<file path="src/wdt_pkg.sv">
package wdt_pkg;

  // divider setting field and the two documented settings
  localparam int unsigned DIV_SEL_W = 3;
  localparam logic [DIV_SEL_W-1:0] DIV_SEL_BY13 = 3'h6;
  localparam logic [DIV_SEL_W-1:0] DIV_SEL_BY15 = 3'h7;
  localparam int unsigned DIV_RATIO_BY13 = 13;
  localparam int unsigned DIV_RATIO_BY15 = 15;
  localparam int unsigned DIV_CNT_W = 4;

  // period select field: code 0 is 2^11 watchdog clock cycles, code 9 is 2^20
  localparam int unsigned PERIOD_W = 4;
  localparam logic [PERIOD_W-1:0] PERIOD_MAX_CODE = 4'h9;
  localparam int unsigned BASE_CYCLES_LOG2 = 11;
  localparam int unsigned BASE_CYCLES = 2048;
  localparam int unsigned MAX_CYCLES = 1048576;

  // values after reset
  localparam logic [PERIOD_W-1:0] PERIOD_RST = 4'h0;
  localparam logic [DIV_SEL_W-1:0] DIV_SEL_RST = 3'h0;

  // interval phases, gray along idle -> early -> final
  typedef enum logic [1:0] {
    PH_IDLE  = 2'h0,
    PH_EARLY = 2'h1,
    PH_FINAL = 2'h3
  } phase_t;

endpackage : wdt_pkg

</file>
<file path="src/watchdog_prescale_timeout.sv">
`timescale 1ns/10ps
// watchdog time-out selection: divided slow clock, two equal intervals
module watchdog_prescale_timeout #(
  parameter int unsigned BASE_LOG2 = wdt_pkg::BASE_CYCLES_LOG2,
  parameter int unsigned RATIO_BY13 = wdt_pkg::DIV_RATIO_BY13,
  parameter int unsigned RATIO_BY15 = wdt_pkg::DIV_RATIO_BY15
) (
  input wire logic clk,
  input wire logic rstn,
  input wire logic ce,
  input wire logic slow_osc_clock,
  input wire logic [wdt_pkg::DIV_SEL_W-1:0] div_sel,
  input wire logic period_select_bit3,
  input wire logic period_select_bit2,
  input wire logic period_select_bit1,
  input wire logic period_select_bit0,
  input wire logic wdt_enable,
  input wire logic wdt_clear,
  output logic early_warning,
  output logic timeout,
  output logic final_phase,
  output logic config_err,
  output logic watchdog_count_clock
);

  // widest interval is the base shifted by the largest code
  localparam int unsigned PH_W = BASE_LOG2 + 9;

  typedef struct packed {
    logic osc_s1;
    logic osc_s2;
    logic osc_s3;
    logic [wdt_pkg::PERIOD_W-1:0] period;
    logic [wdt_pkg::DIV_SEL_W-1:0] div;
    logic enabled;
    wdt_pkg::phase_t phase;
    logic [PH_W-1:0] cnt;
    logic early;
    logic tout;
    logic cfg_err;
    logic cnt_clk;
    logic fin;
  } wdt_state_t;

  wdt_state_t st_r;
  wdt_state_t st_nxt;

  logic [wdt_pkg::PERIOD_W-1:0] period_in;
  logic osc_tick;
  logic count_tick;
  logic div_valid;
  logic period_ok;
  logic restart;
  logic [PH_W-1:0] limit;

  // shortened bases are allowed for simulation, but must stay positive
  initial begin
    if (BASE_LOG2 < 1 || BASE_LOG2 > wdt_pkg::BASE_CYCLES_LOG2) begin
      $error("watchdog_prescale_timeout: BASE_LOG2 out of range");
    end
  end

  assign period_in = {period_select_bit3, period_select_bit2,
                      period_select_bit1, period_select_bit0};

  // oscillator edge seen only after the two synchroniser stages
  assign osc_tick = st_r.osc_s2 & ~st_r.osc_s3;

  // reserved codes above nine select no interval
  assign period_ok = (period_in <= wdt_pkg::PERIOD_MAX_CODE);

  // any clear, any change of period or divider, or a disable restarts the count
  assign restart = wdt_clear || (period_in != st_r.period)
                   || (div_sel != st_r.div) || !wdt_enable;

  // last count of one interval: 2^(base+code) - 1 watchdog clock cycles
  function automatic logic [PH_W-1:0] interval_last(input logic [wdt_pkg::PERIOD_W-1:0] code);
    logic [PH_W:0] one_hot;
    one_hot = (PH_W+1)'(1) << (BASE_LOG2 + int'(code));
    interval_last = PH_W'(one_hot - (PH_W+1)'(1));
  endfunction : interval_last

  assign limit = interval_last(st_r.period);

  prescale_divider #(
    .CNT_W(wdt_pkg::DIV_CNT_W),
    .RATIO_A(RATIO_BY13),
    .RATIO_B(RATIO_BY15)
  ) u_div (
    .clk(clk),
    .rstn(rstn),
    .ce(ce),
    .osc_tick(osc_tick),
    .div_sel(div_sel),
    .restart(restart),
    .count_tick(count_tick),
    .div_valid(div_valid)
  );

  // next-state logic for the whole watchdog
  always_comb begin
    st_nxt = st_r;
    st_nxt.osc_s1 = slow_osc_clock;
    st_nxt.osc_s2 = st_r.osc_s1;
    st_nxt.osc_s3 = st_r.osc_s2;
    st_nxt.period = period_in;
    st_nxt.div = div_sel;
    st_nxt.enabled = wdt_enable;
    st_nxt.early = 1'b0;
    st_nxt.tout = 1'b0;
    st_nxt.cfg_err = wdt_enable && (!period_ok || !div_valid);
    // the count clock out toggles once per divided tick, a visible half-rate copy
    if (count_tick) begin
      st_nxt.cnt_clk = ~st_r.cnt_clk;
    end
    if (restart || !period_ok) begin
      // both intervals start again from zero; reserved codes hold here
      st_nxt.cnt = '0;
      st_nxt.phase = (wdt_enable && period_ok) ? wdt_pkg::PH_EARLY : wdt_pkg::PH_IDLE;
    end else begin
      unique case (st_r.phase)
        wdt_pkg::PH_IDLE: begin
          st_nxt.cnt = '0;
          st_nxt.phase = wdt_pkg::PH_EARLY;
        end
        wdt_pkg::PH_EARLY: begin
          if (count_tick) begin
            if (st_r.cnt == limit) begin
              // first interval done: warn, then count the same length again
              st_nxt.early = 1'b1;
              st_nxt.cnt = '0;
              st_nxt.phase = wdt_pkg::PH_FINAL;
            end else begin
              st_nxt.cnt = st_r.cnt + PH_W'(1);
            end
          end
        end
        wdt_pkg::PH_FINAL: begin
          if (count_tick) begin
            if (st_r.cnt == limit) begin
              // second equal interval done: twice the selected count in total
              st_nxt.tout = 1'b1;
              st_nxt.cnt = '0;
              st_nxt.phase = wdt_pkg::PH_EARLY;
            end else begin
              st_nxt.cnt = st_r.cnt + PH_W'(1);
            end
          end
        end
        default: begin
          // the unused code 2'h2 falls back to a fresh start
          st_nxt.cnt = '0;
          st_nxt.phase = wdt_pkg::PH_IDLE;
        end
      endcase
    end
    // registered copy of the phase decode keeps the output glitch free
    st_nxt.fin = (st_nxt.phase == wdt_pkg::PH_FINAL);
  end

  // single state register; ce low freezes everything, synchronisers too
  always_ff @(posedge clk or negedge rstn) begin
    if (!rstn) begin
      st_r.osc_s1 <= 1'b0;
      st_r.osc_s2 <= 1'b0;
      st_r.osc_s3 <= 1'b0;
      st_r.period <= wdt_pkg::PERIOD_RST;
      st_r.div <= wdt_pkg::DIV_SEL_RST;
      st_r.enabled <= 1'b0;
      st_r.phase <= wdt_pkg::PH_IDLE;
      st_r.cnt <= '0;
      st_r.early <= 1'b0;
      st_r.tout <= 1'b0;
      st_r.cfg_err <= 1'b0;
      st_r.cnt_clk <= 1'b0;
      st_r.fin <= 1'b0;
    end else if (ce) begin
      st_r <= st_nxt;
    end
  end

  // every output is a field of the state register
  assign early_warning = st_r.early;
  assign timeout = st_r.tout;
  assign final_phase = st_r.fin;
  assign config_err = st_r.cfg_err;
  assign watchdog_count_clock = st_r.cnt_clk;

endmodule : watchdog_prescale_timeout

</file>
<file path="src/prescale_divider.sv">
`timescale 1ns/10ps
// divides the slow oscillator tick stream down to the watchdog count clock
module prescale_divider #(
  parameter int unsigned CNT_W = wdt_pkg::DIV_CNT_W,
  parameter int unsigned RATIO_A = wdt_pkg::DIV_RATIO_BY13,
  parameter int unsigned RATIO_B = wdt_pkg::DIV_RATIO_BY15
) (
  input wire logic clk,
  input wire logic rstn,
  input wire logic ce,
  input wire logic osc_tick,
  input wire logic [wdt_pkg::DIV_SEL_W-1:0] div_sel,
  input wire logic restart,
  output logic count_tick,
  output logic div_valid
);

  typedef struct packed {
    logic [CNT_W-1:0] cnt;
    logic tick;
  } div_state_t;

  div_state_t st_r;
  div_state_t st_nxt;
  logic [CNT_W-1:0] last;
  logic known;

  // the counter must hold the largest ratio minus one
  initial begin
    if (RATIO_A < 2 || RATIO_B < 2 || RATIO_A > (1 << CNT_W) || RATIO_B > (1 << CNT_W)) begin
      $error("prescale_divider: ratio does not fit counter");
    end
  end

  // ratio select; unknown settings stall the count clock
  always_comb begin
    last = '0;
    known = 1'b0;
    unique case (div_sel)
      wdt_pkg::DIV_SEL_BY13: begin
        last = CNT_W'(RATIO_A - 1);
        known = 1'b1;
      end
      wdt_pkg::DIV_SEL_BY15: begin
        last = CNT_W'(RATIO_B - 1);
        known = 1'b1;
      end
      default: begin
        last = '0;
        known = 1'b0;
      end
    endcase
  end

  // modulo counter on oscillator ticks, one tick out per wrap
  always_comb begin
    st_nxt = st_r;
    st_nxt.tick = 1'b0;
    if (restart || !known) begin
      st_nxt.cnt = '0;
    end else if (osc_tick) begin
      if (st_r.cnt >= last) begin
        st_nxt.cnt = '0;
        st_nxt.tick = 1'b1;
      end else begin
        st_nxt.cnt = st_r.cnt + CNT_W'(1);
      end
    end
  end

  always_ff @(posedge clk or negedge rstn) begin
    if (!rstn) begin
      st_r <= '0;
    end else if (ce) begin
      st_r <= st_nxt;
    end
  end

  assign count_tick = st_r.tick;
  // decoded directly, so the error flag follows a bad setting without an extra cycle of lag
  assign div_valid = known;

endmodule : prescale_divider

</file>
<file path="config.mk">
export PLATFORM = sky130hd
export DESIGN_NAME = watchdog_prescale_timeout
export DESIGN_NICKNAME = d
export VERILOG_FILES = /design/src/wdt_pkg.sv /design/src/watchdog_prescale_timeout.sv /design/src/prescale_divider.sv
export SDC_FILE = /design/constraint.sdc
export NUM_CORES = 1
export LEC_CHECK = 0
export BUFFER_PORTS_ARGS = -buffer_cell sky130_fd_sc_hd__buf_4
export CORE_UTILIZATION = 55
export CTS_BUF_LIST = sky130_fd_sc_hd__clkbuf_4 sky130_fd_sc_hd__clkbuf_8 sky130_fd_sc_hd__clkbuf_16
export DETAILED_ROUTE_END_ITERATION = 10
export PLACE_DENSITY = 0.73
export SLEW_MARGIN = 25
export SYNTH_ARGS = -nofsm -noshare
export SYNTH_HDL_FRONTEND = slang
export SYNTH_HIERARCHICAL = 1
export SYNTH_SLANG_ARGS = --single-unit
</file>
<file path="constraint.sdc">
create_clock -name clk -period 3.49 [get_ports clk]
set_clock_uncertainty 0.15 [all_clocks]
set_input_delay 0.1745 -clock clk [delete_from_list [all_inputs] [get_ports clk]]
set_output_delay 0.1745 -clock clk [all_outputs]
set_load 0.02 [all_outputs]
</file>
== Word level (Yosys, flattened, before mapping) ==
Index checks and enable logic that the tools add are counted.

* Register bits: 42
* Bits of input ports: 13
* Output and inout bits: 5
* Word-level logic and storage cells: 71

* Add/sub/neg operators: 4
* Order comparisons: 2
* Eq/ne operators: 10
* Shift-type cells: 1
* Multiplexer cells: 20
* Bitwise logic cells: 3
* Reduce and logical (&&, ||, !) cells: 17

{| class="wikitable"
|+ Operators with widths
! kind !! count
|-
| one-hot mux 22 bit (3 select lines) || 1
|-
| two-way mux 22 bit || 2
|-
| two-way mux 23 bit || 1
|-
| adder 20 x 1 -> 20 bit, second input constant || 1
|-
| == test 20 bit || 1
|-
| two-way mux 20 bit || 1
|-
| << shifter 1 x 5 -> 20 bit, first input constant || 1
|-
| subtractor 20 x 1 -> 20 bit, second input constant || 1
|-
| two-way mux 1 bit || 8
|-
| two-way mux 4 bit || 2
|-
| one-hot mux 4 bit (2 select lines) || 1
|-
| == test 3 bit, second input constant || 2
|-
| logical OR 1 bit || 6
|-
| two-way mux 2 bit || 3
|-
| inequality test 3 x 2 -> 1 bit, second input constant || 2
|-
| adder 4 x 4 -> 5 bit, first input constant || 1
|-
| two-way mux 5 bit || 1
|-
| adder 4 x 1 -> 4 bit, second input constant || 1
|-
| == test 2 bit, second input constant || 2
|-
| greater-or-equal comparator 4 bit || 1
|-
| <= comparator 4 bit, second input constant || 1
|-
| inequality test 4 bit || 1
|-
| AND reduction 2 bit || 2
|-
| logical NOT 1 bit || 3
|-
| other kinds (9) || 11
|}

== Depth between registers and ports, before layout ==
Gate-level depths: netlist of the first run.

* Word-level depth: 9
* Gate-level depth with buffers: 13
* Gate-level depth less buffers: 10

== Modules after synthesis ==
Netlist of the first run, hierarchy kept.

{| class="wikitable"
|+ By module, submodules not included
! module !! instances !! cells each !! area each (sq um) !! seq. area each (sq um)
|-
| watchdog_prescale_timeout || 1 || 304 || 2720.1 || 925.9
|-
| prescale_divider || 1 || 37 || 397.9 || 125.1
|}

== Least setup slack after synthesis of the first run ==
No wires, ideal clock.

* Kind: register to register
* Start point: reg st_r[32] in the netlist's numbering
* End point: reg st_r[26] in the netlist's numbering
* Library setup time: 0.076 ns
* Data arrival time: 2.763 ns
* Data required time: 3.264 ns
* Setup slack: 0.500 ns
* Cell stages (with the launch flop): 12
* Buffers on the path: 1
* Clock period less this slack: 2.990 ns
* Path through: dfrtp_1 buf_4 nor2_2 ha_1 or3_1 or4_1 nand3_1 a2bb2oi_1 a2111oi_4 and2_4 mux2_2 o21ai_1

* Word-level cells in the longest chain between the ends: 8
* Elaborated cells between the ends (all ways): 15
* Classes of those cells: add/sub: 2; eq/ne: 2; shift: 1; mux: 6; reduce/logical: 4

{| class="wikitable"
|+ Ends and longest elaborated chain
! item !! RTL line !! text
|-
| from (decl) || watchdog_prescale_timeout.sv:45 || <nowiki>wdt_state_t st_r;</nowiki>
|-
| from (signal assigned) || watchdog_prescale_timeout.sv:178 || <nowiki>st_r <= st_nxt;</nowiki>
|-
| adder 4 x 4 -> 5 bit || watchdog_prescale_timeout.sv:79 || <nowiki>one_hot = (PH_W+1)'(1) << (BASE_LOG2 + int'(code));</nowiki>
|-
| << shifter 1 x 5 -> 20 bit || watchdog_prescale_timeout.sv:79 ||
|-
| subtractor 20 x 1 -> 20 bit || watchdog_prescale_timeout.sv:80 || <nowiki>interval_last = PH_W'(one_hot - (PH_W+1)'(1));</nowiki>
|-
| == test 20 bit || watchdog_prescale_timeout.sv:128, watchdog_prescale_timeout.sv:140 ||
|-
| two-way mux 2 bit (on tied branches) || watchdog_prescale_timeout.sv:140, watchdog_prescale_timeout.sv:128 ||
|-
| two-way mux 22 bit or two-way mux 23 bit (tied branches) || watchdog_prescale_timeout.sv:139, watchdog_prescale_timeout.sv:127 ||
|-
| one-hot mux 22 bit (3 select lines) || watchdog_prescale_timeout.sv:121 || <nowiki>unique case (st_r.phase)</nowiki>
|-
| two-way mux 22 bit * || watchdog_prescale_timeout.sv:116 || <nowiki>if (restart || !period_ok) begin</nowiki>
|}

Mark *: on every way between the ends. The rest lies on a longest branch, timed or not. The select of a mux whose other input is x is not followed.
A chain may end at the register's enable or synchronous reset.

== Worst setup path after layout of the first run ==
* Start point: reg st_r[33] in the netlist's numbering
* End point: reg st_r[10] in the netlist's numbering

* Word-level cells in the longest chain between the ends: 8
* Elaborated cells between the ends (all ways): 17
* Classes of those cells: add/sub: 2; eq/ne: 4; shift: 1; mux: 5; reduce/logical: 5

{| class="wikitable"
|+ Ends and longest elaborated chain
! item !! RTL line
|-
| adder 4 x 4 -> 5 bit || watchdog_prescale_timeout.sv:79
|-
| << shifter 1 x 5 -> 20 bit || watchdog_prescale_timeout.sv:79
|-
| subtractor 20 x 1 -> 20 bit || watchdog_prescale_timeout.sv:80
|-
| == test 20 bit || watchdog_prescale_timeout.sv:128, watchdog_prescale_timeout.sv:140
|-
| two-way mux 20 bit || watchdog_prescale_timeout.sv:128, watchdog_prescale_timeout.sv:140
|-
| two-way mux 22 bit or two-way mux 23 bit (tied branches) || watchdog_prescale_timeout.sv:139, watchdog_prescale_timeout.sv:127
|-
| one-hot mux 22 bit (3 select lines) || watchdog_prescale_timeout.sv:121
|-
| two-way mux 22 bit || watchdog_prescale_timeout.sv:116
|}

Parallel ways exist; a longest one is shown, timed or not. The select of a mux whose other input is x is not followed.

==> results of run 1 <==
-- per-layer routing --
metal	routed length (um)	track usage (%)	vias up
met5	0	0	-
met4	89	7.36	0
met3	245	4.17	8
met2	3120	39.3	50
met1	3120	33.7	1193
li1	-	-	1262
-- logic make-up after synthesis --
logic type | Yosys count | share of synthesized area, %
AO/OA/AOI/OAI | 83 | 20.6
XOR/XNOR | 37 | 10.8
adder cells (fa/ha/maj) | 8 | 3.21
buffers and inverters | 33 | 5.42
flip-flops | 42 | 33.7
multiplexers | 10 | 3.49
other | 1 | 0.120
AND/OR/NAND/NOR | 127 | 22.6
-- cell type report --
cell class                      count  area (sq um)  area share, %
Timing Repair Buffer               32           263           7.59
Tap cell                           72          90.1           2.60
Inverter                           16          60.1           1.73
Sequential cell                    42          1050           30.3
Multi-Input combinational cell    267          1900           54.9
Clock buffer                        5          68.8           1.99
Clock inverter                      3          28.8          0.831
-- cell usage after synthesis (2+ instances only) --
master | instances | area, sq um
a21oi_1 | 12 | 60.1
buf_2 | 5 | 25.0
a21o_1 | 2 | 15.0
nor2_1 | 10 | 37.5
xnor2_1 | 18 | 158
o2111ai_1 | 3 | 26.3
nand3b_1 | 2 | 15.0
or3_1 | 2 | 12.5
ha_1 | 8 | 100
o211ai_1 | 2 | 15.0
mux2i_1 | 3 | 30.0
nand3_1 | 17 | 85.1
o21ai_0 | 26 | 130
dfrtp_1 | 42 | 1050
nand2_1 | 45 | 169
nand4_1 | 4 | 25.0
xor2_1 | 18 | 158
nor3_1 | 5 | 25.0
a2111oi_4 | 2 | 55.1
a22o_1 | 4 | 35.0
or2_2 | 2 | 12.5
mux2_2 | 7 | 78.8
o21ai_1 | 2 | 10.0
or4_1 | 2 | 15.0
buf_4 | 4 | 30.0
nor4_2 | 2 | 25.0
clkbuf_1 | 6 | 22.5
and3_1 | 10 | 62.6
nor4_1 | 4 | 25.0
nand2b_1 | 3 | 18.8
o32ai_1 | 2 | 17.5
inv_2 | 2 | 7.51
o21a_1 | 3 | 22.5
inv_1 | 14 | 52.6
nor2b_1 | 6 | 37.5
o21ai_2 | 10 | 87.6
-- critical path: stages, from the launching register on --
cell and delay [ns]:
dfrtp_1 0.39, inv_2 0.13, ha_1 0.42, nand2b_1 0.21
a21oi_1 0.08, nor4_1 0.29, o21ai_0 0.22, a2111oi_4 0.41
o211ai_2 0.19, nand3_4 0.28, o21ai_0 0.15
-- state kept, by name (all words and copies together) (netlist names) --
register	flops
st_r	30
u_div/st_r	4
st_nxt	2
config_err	1
early_warning	1
final_phase	1
timeout	1
u_div/count_tick	1
watchdog_count_clock	1
-- power by group --
group | internal (W) | switching [W] | total (W)
logic | 0.0000996 | 0.000142 | 0.000241
clock network | 0.000150 | 0.000195 | 0.000345
registers | 0.000503 | 0.0000151 | 0.000518
total | 0.000752 | 0.000352 | 0.00110
-- worst min path at each step --
stage	cells after the start	to	slack, ns
2_1_floorplan	0	config_err	-0.27
5_1_grt	2	st_r[30]	0.03
6_report	2	st_r[30]	0.02
3_5_place_dp	1	st_r[9]	0.05
4_1_cts	2	st_r[30]	0.01
3_3_place_gp	1	st_r[9]	0.05
-- metrics by stage --
step	setup slack [ns]	instance area, sq um	total power (W)
after floorplan	0.500	3120	0.000692
after global placement	0.545	3280	0.000752
after detailed placement	0.493	3280	0.000758
after CTS	0.459	3460	0.00111
after global routing	0.204	3460	0.00116
final	0.442	3460	0.00110
==> key figures, run 1 <==
Drt
  • Residual DRC count: 0
  • TritonRoute pass-1 iters: 4
  • Vias per inst: between 5 and 6
  • Vias: between 2000 and 3000
  • Initial DRC Count: between 150 and 200
  • Antenna-violating nets left: 0
  • DR WL/cell: around 15 um
  • WL final: 6580 um

Timing
  • Final-report hold violation count: 0
  • Period utilisation layout: a little under 90%
  • Worst slew pin tran: 0.553 ns
  • RSZ-0062 raised after global routing: false
  • Final worst path period need: 3.05 ns
  • Final setup vio count: 0
  • Max Transition Viols Final: 0
  • Final Hold Slack: between 0.02 and 0.025 ns
  • Setup_tns: 0 ns
  • FMAX: 0.328 GHz
  • Worst slew margin: 63.1%

Cells and area
  • Final non-filler cell total: about 440
  • Layout net count: between 300 and 400
  • Antenna diodes: 0
  • Layout overhead on the synthesized area: 11.1%
  • Final Util: 63.3%
  • Most frequent cells in the layout: nand2_1 (45), dfrtp_1 (42), o21ai_0 (25)
  • FILL cells: ~480
  • Share of cells above drive strength 1: 19.7%
  • Commonest non-fill, non-tap cell in the layout: nand2_1

Power and ir drop
  • Maximum VDD drop: 187 uV
  • Leak pwr: 1.39 nW
  • PD cells: about 320 nW/um^2

Run status
  • Status: finished, final reports clean

Placed design
  • Placer Congestion: roughly 0.87
  • Cell Count Post-Placement: 420
  • Detailed Place HPWL: approximately 4700 um
  • Port Buffers: 17

Setup path
  • Max Fanout on Critical Path: 19
  • FF-to-FF setup slack: roughly 0.44 ns
  • R2R depth: 10
  • Arrival time at the worst endpoint: slightly above 3 ns
  • FF-to-FF End: st_r[10]
  • Critical path capture point: st_r[10]
  • Crit Path Class: reg -> reg
  • CP endpoint kind: register
  • CP startpoint kind: register
  • Worst r2r src: st_r[33]
  • Critical Path RT: between 3 and 4 ns
  • Critical path origin: st_r[33]

Clocking
  • Clk buf depth: 2
  • CTS tree: yes
  • Post-CTS Hold Buffers: 9
  • # H-tree levels: 2
  • Total CTS buffers: 5
  • Postcts setup bufs: 0
  • Clock sinks: 42
  • Clk_lat worst skew: between 0.3 and 0.4 ns
  • Clock slew at reported path FFs: about 0.09 ns
  • Clk root buf: clkbuf_8
  • Post-CTS Resized: 0

Job
  • Max Cap Viol: 0

Worst hold path
  • Hold crit path type: in -> reg
  • Hold path startpoint: div_sel[2]

Floorplan
  • Core Footprint: between 5000 and 6000 sq um
  • Starting density of the core: 57.0%
  • Num rows: 27
  • Die Height: approximately 77 um
  • Die area: 5970 sq um
  • I/O pins: 18
  • Chip Width: about 77 um

Synthesis
  • Asr flop ratio synth: 100%
  • Mapped Cells: between 300 and 400
  • Synth unique cells: 68
  • Avg Cell Area, Syn: slightly above 9 sq um
  • Yosys warns: 6
  • Synthesized flop and latch total: 42
  • Mapped Area: between 3000 and 4000 sq um
  • Seq/Total Area, Yosys: between 30% and 40%
  • Most used DFF post-synth: dfrtp_1
  • EDFF count, synth: 0

Global routing
  • Largest net degree at the start of global routing: 43
  • GRT Util Overall: approximately 25%
  • Vias in the first global route: around 2400
  • First-pass GRT wire length: approximately 12000 um
  • Grt ovf: 0
  • Initial antenna violation count: 0
(Power assumes the default switching activity.)
==> run 2, diff against run 1 <==
- ABC_AREA: default -> 1
==> key figures, run 2 <==
Run status
  • Status: finished, final reports clean

Global routing
  • First-pass GRT wire length: 13200 um (+14%)
  • Vias in the first global route: 2884 (+19%)
  • GRT Util Overall: 26.8% (+2.3 points)
  • Grt ovf: 0 (unchanged)
  • Initial antenna violation count: 0 (unchanged)
  • Largest net degree at the start of global routing: 43 (unchanged)

Synthesis
  • Yosys top cell area share: 32.0% (-1.8 points)
  • Avg Cell Area, Syn: 7.09 sq um (-22%)
  • Synth unique cells: 39 (-43%)
  • Post-synth top cells: nand2_1 (111), inv_1 (58), dfrtp_1 (42), nand3_1 (40), nor2_1 (34)
  • Synthesized flop and latch total: 42 (unchanged)
  • EDFF count, synth: 0 (unchanged)
  • Mapped Cells: 464 (+36%)
  • Asr flop ratio synth: 100% (unchanged)
  • Post-synthesis cell type with the largest combined area: dfrtp_1
  • Most used DFF post-synth: dfrtp_1
  • Seq/Total Area, Yosys: 32.0% (-1.8 points)
  • Yosys warns: 6 (unchanged)
  • Top post-synthesis cells by area: dfrtp_1 (32%), nand2_1 (13%), inv_1 (6.6%)
  • Mapped Area: 3290 sq um (+5.5%)
  • Most numerous cell in the Yosys netlist: nand2_1

Setup path
  • Arrival time at the worst endpoint: 2.86 ns (-0.21 ns)
  • R2R depth: 12 (+2)
  • CP startpoint kind: register
  • CP endpoint kind: register
  • Max Fanout on Critical Path: 19 (unchanged)
  • CP max stage delay: 0.48 ns (+0.06 ns)
  • Slowest cell on the critical path: dfrtp_1
  • Critical Path RT: 3.49 ns (-0.03 ns)
  • Worst path cell trace: nor2_2, ha_1, inv_1, nand4_1, nand2_2, nand3_2, nand3_1, o21ai_1, nor2_2, nand3_4, nand3_1, mux2i_1
  • Crit Path Class: reg -> reg

Timing
  • Period utilisation layout: 81.8% (-5.5 points)
  • RSZ-0062 raised after global routing: false
  • Setup_tns: 0 ns (unchanged)
  • Final worst path period need: 2.86 ns (-0.192 ns)
  • Final-report hold violation count: 0 (unchanged)
  • Final setup vio count: 0 (unchanged)
  • Worst slew margin: 60.4% (-2.8 points)
  • Worst slew pin tran: 0.593 ns (+0.0406 ns)
  • FMAX: 0.350 GHz (+6.7%)
  • Max Transition Viols Final: 0 (unchanged)

Cells and area
  • Max FFs per register: 30 (unchanged)
  • Layout net count: 510 (+32%)
  • Commonest non-fill, non-tap cell in the layout: nand2_1
  • Layout overhead on the synthesized area: 11.1% (about the same)
  • Most frequent cells in the layout: nand2_1 (111), inv_1 (58), dfrtp_1 (42)
  • Register Area: 1050 sq um (unchanged)
  • Area of the multi-input gates: 1920 sq um (+1.1%)
  • Antenna diodes: 0 (unchanged)
  • FILL cells: 485 (+1.7%)
  • Share of cells above drive strength 1: 15.3% (-4.4 points)
  • Top reg by flops: st_r

Floorplan
  • Chip Width: 79.3 um (+2.6%)
  • Core Footprint: 5640 sq um (+3.1%)
  • I/O pins: 18 (unchanged)
  • Starting density of the core: 58.3% (+1.3 points)
  • Die area: 6290 sq um (+5.3%)
  • Num rows: 27 (unchanged)
  • Die Height: 79.3 um (+2.6%)

Clocking
  • Clock slew at reported path FFs: 0.08 ns (about the same)
  • Post-CTS Resized: 0 (unchanged)
  • Clk root buf: clkbuf_8
  • # H-tree levels: 2 (unchanged)
  • Clk buf depth: 2 (unchanged)
  • Clock sinks: 42 (unchanged)
  • CTS tree: yes
  • Total CTS buffers: 5 (unchanged)
  • Clk_lat worst skew: 0.29 ns (-0.02 ns)

Power and ir drop
  • Leak pwr: 1.68 nW (+21%)
  • PD cells: 312 nW/um^2 (-2.0%)
  • Total power: 0.00114 W (+3.4%)
  • Maximum VDD drop: 262 uV (+40%)

Placed design
  • Detailed Place HPWL: 5670 um (+21%)
  • Placer Congestion: 0.904 (+3.5%)
  • Port Buffers: 17 (unchanged)

Drt
  • WL final: 7730 um (+18%)
  • Residual DRC count: 0 (unchanged)
  • Initial DRC Count: 177 (+11%)
  • Antenna-violating nets left: 0 (unchanged)
  • Vias: 3076 (+22%)
  • DR WL/cell: 13.8 um (-8.6%)
  • TritonRoute pass-1 iters: 7 (+3)
  • Vias per inst: 5.47 (-4.8%)

Worst hold path
  • Hold crit path type: in -> reg
  • Hold path depth: 3 (+1)

Job
  • Max Cap Viol: 0 (unchanged)
[run 2: cell count changes in the layout (fill, tap and decap cells not counted), moves of 13 or more]
cell | before | now
nand2_1 | 45 | 111
nand3_1 | 17 | 40
nand4_1 | 4 | 22
nor2_1 | 10 | 34
nand3_2 | 1 | 14
xnor2_1 | 18 | 3
o21ai_1 | 3 | 20
inv_1 | 14 | 58
[run 2: kinds of logic (layout without fill, tap and decap cells)]
| group | count (synthesis) | in the layout | synth area share (%) |
|---|---|---|---|
| fa+ha+maj | 8 | 8 | 3.04 |
| xor+xnor | 23 | 23 | 6.12 |
| other cells | 1 | 2 | 0.114 |
| buf+inv | 80 | 105 | 9.74 |
| mux | 2 | 2 | 0.647 |
| simple gates | 261 | 261 | 39.9 |
| compound gates | 47 | 47 | 8.48 |
| flops | 42 | 42 | 32.0 |
[run 2: cell type report]
type | instances | share of cell area, %
Clock buffer | 5 | 1.88
Clock inverter | 3 | 1.10
Inverter | 71 | 7.29
Multi-Input combinational cell | 343 | 52.6
Sequential cell | 42 | 28.7
Tap cell | 72 | 2.46
Timing Repair Buffer | 26 | 5.95
[run 2: worst paths after layout]
kind	from	to	slack, ns
worst max register to register	st_r[31]	st_r[5]	0.63
worst min-delay path	wdt_enable	st_r[25]	0.08
worst max-delay path	st_r[31]	st_r[5]	0.63
worst min register to register	st_nxt[36]	st_nxt[35]	0.34
max in group asynchronous	rstn	st_r[8]	2.53
min in group asynchronous	rstn	u_div/st_r[2]	0.29
[run 2: metrics by stage]
step / instances / setup slack [ns] / area (sq um) / util, % / hold WS [ns]
2_1_floorplan: 465 / 0.992 / 3290 / - / -0.271
3_3_place_gp: 545 / 0.763 / 3460 / 61.3 / 0.0473
3_5_place_dp: 545 / 0.650 / 3460 / 61.3 / 0.0566
4_1_cts: 562 / 0.641 / 3660 / 64.8 / 0.0794
5_1_grt: 562 / 0.375 / 3660 / 64.8 / 0.124
6_report: 562 / 0.634 / 3660 / 64.8 / 0.0769
[run 2: repair_timing]
action                                  in CTS  in global routing
hold buffers                                 9                  0
setup buffers                                0                  0
endpoints found under the setup margin       0                  0
endpoints found under the hold margin       50                  0
[run 2: metal layers]
layer	share of wire, %	global-route usage (%)	vias up	routed length (um)
met5	0	0	-	0
met4	1.9	9.27	0	150
met1	49	38.7	1433	3800
li1	-	-	1556	-
met3	4.0	3.33	12	309
met2	45	41.3	75	3470
[run 2: critical path: cells and delay by family, from the launching register on]
kind | cells | cell delay, ns
AND/OR/NAND/NOR | 8 | 1.46
flip-flops | 1 | 0.48
adder cells (fa/ha/maj) | 1 | 0.30
buffers and inverters | 1 | 0.16
multiplexers | 1 | 0.09
AO/OA/AOI/OAI | 1 | 0.07
[run 2: report_power, final]
group          switching (W)  total [W]  internal, W  leakage (nW)
Clock               0.000173   0.000384     0.000211        0.0579
Combinational       0.000160   0.000241    0.0000816          1.05
Sequential         0.0000164   0.000518     0.000501         0.565
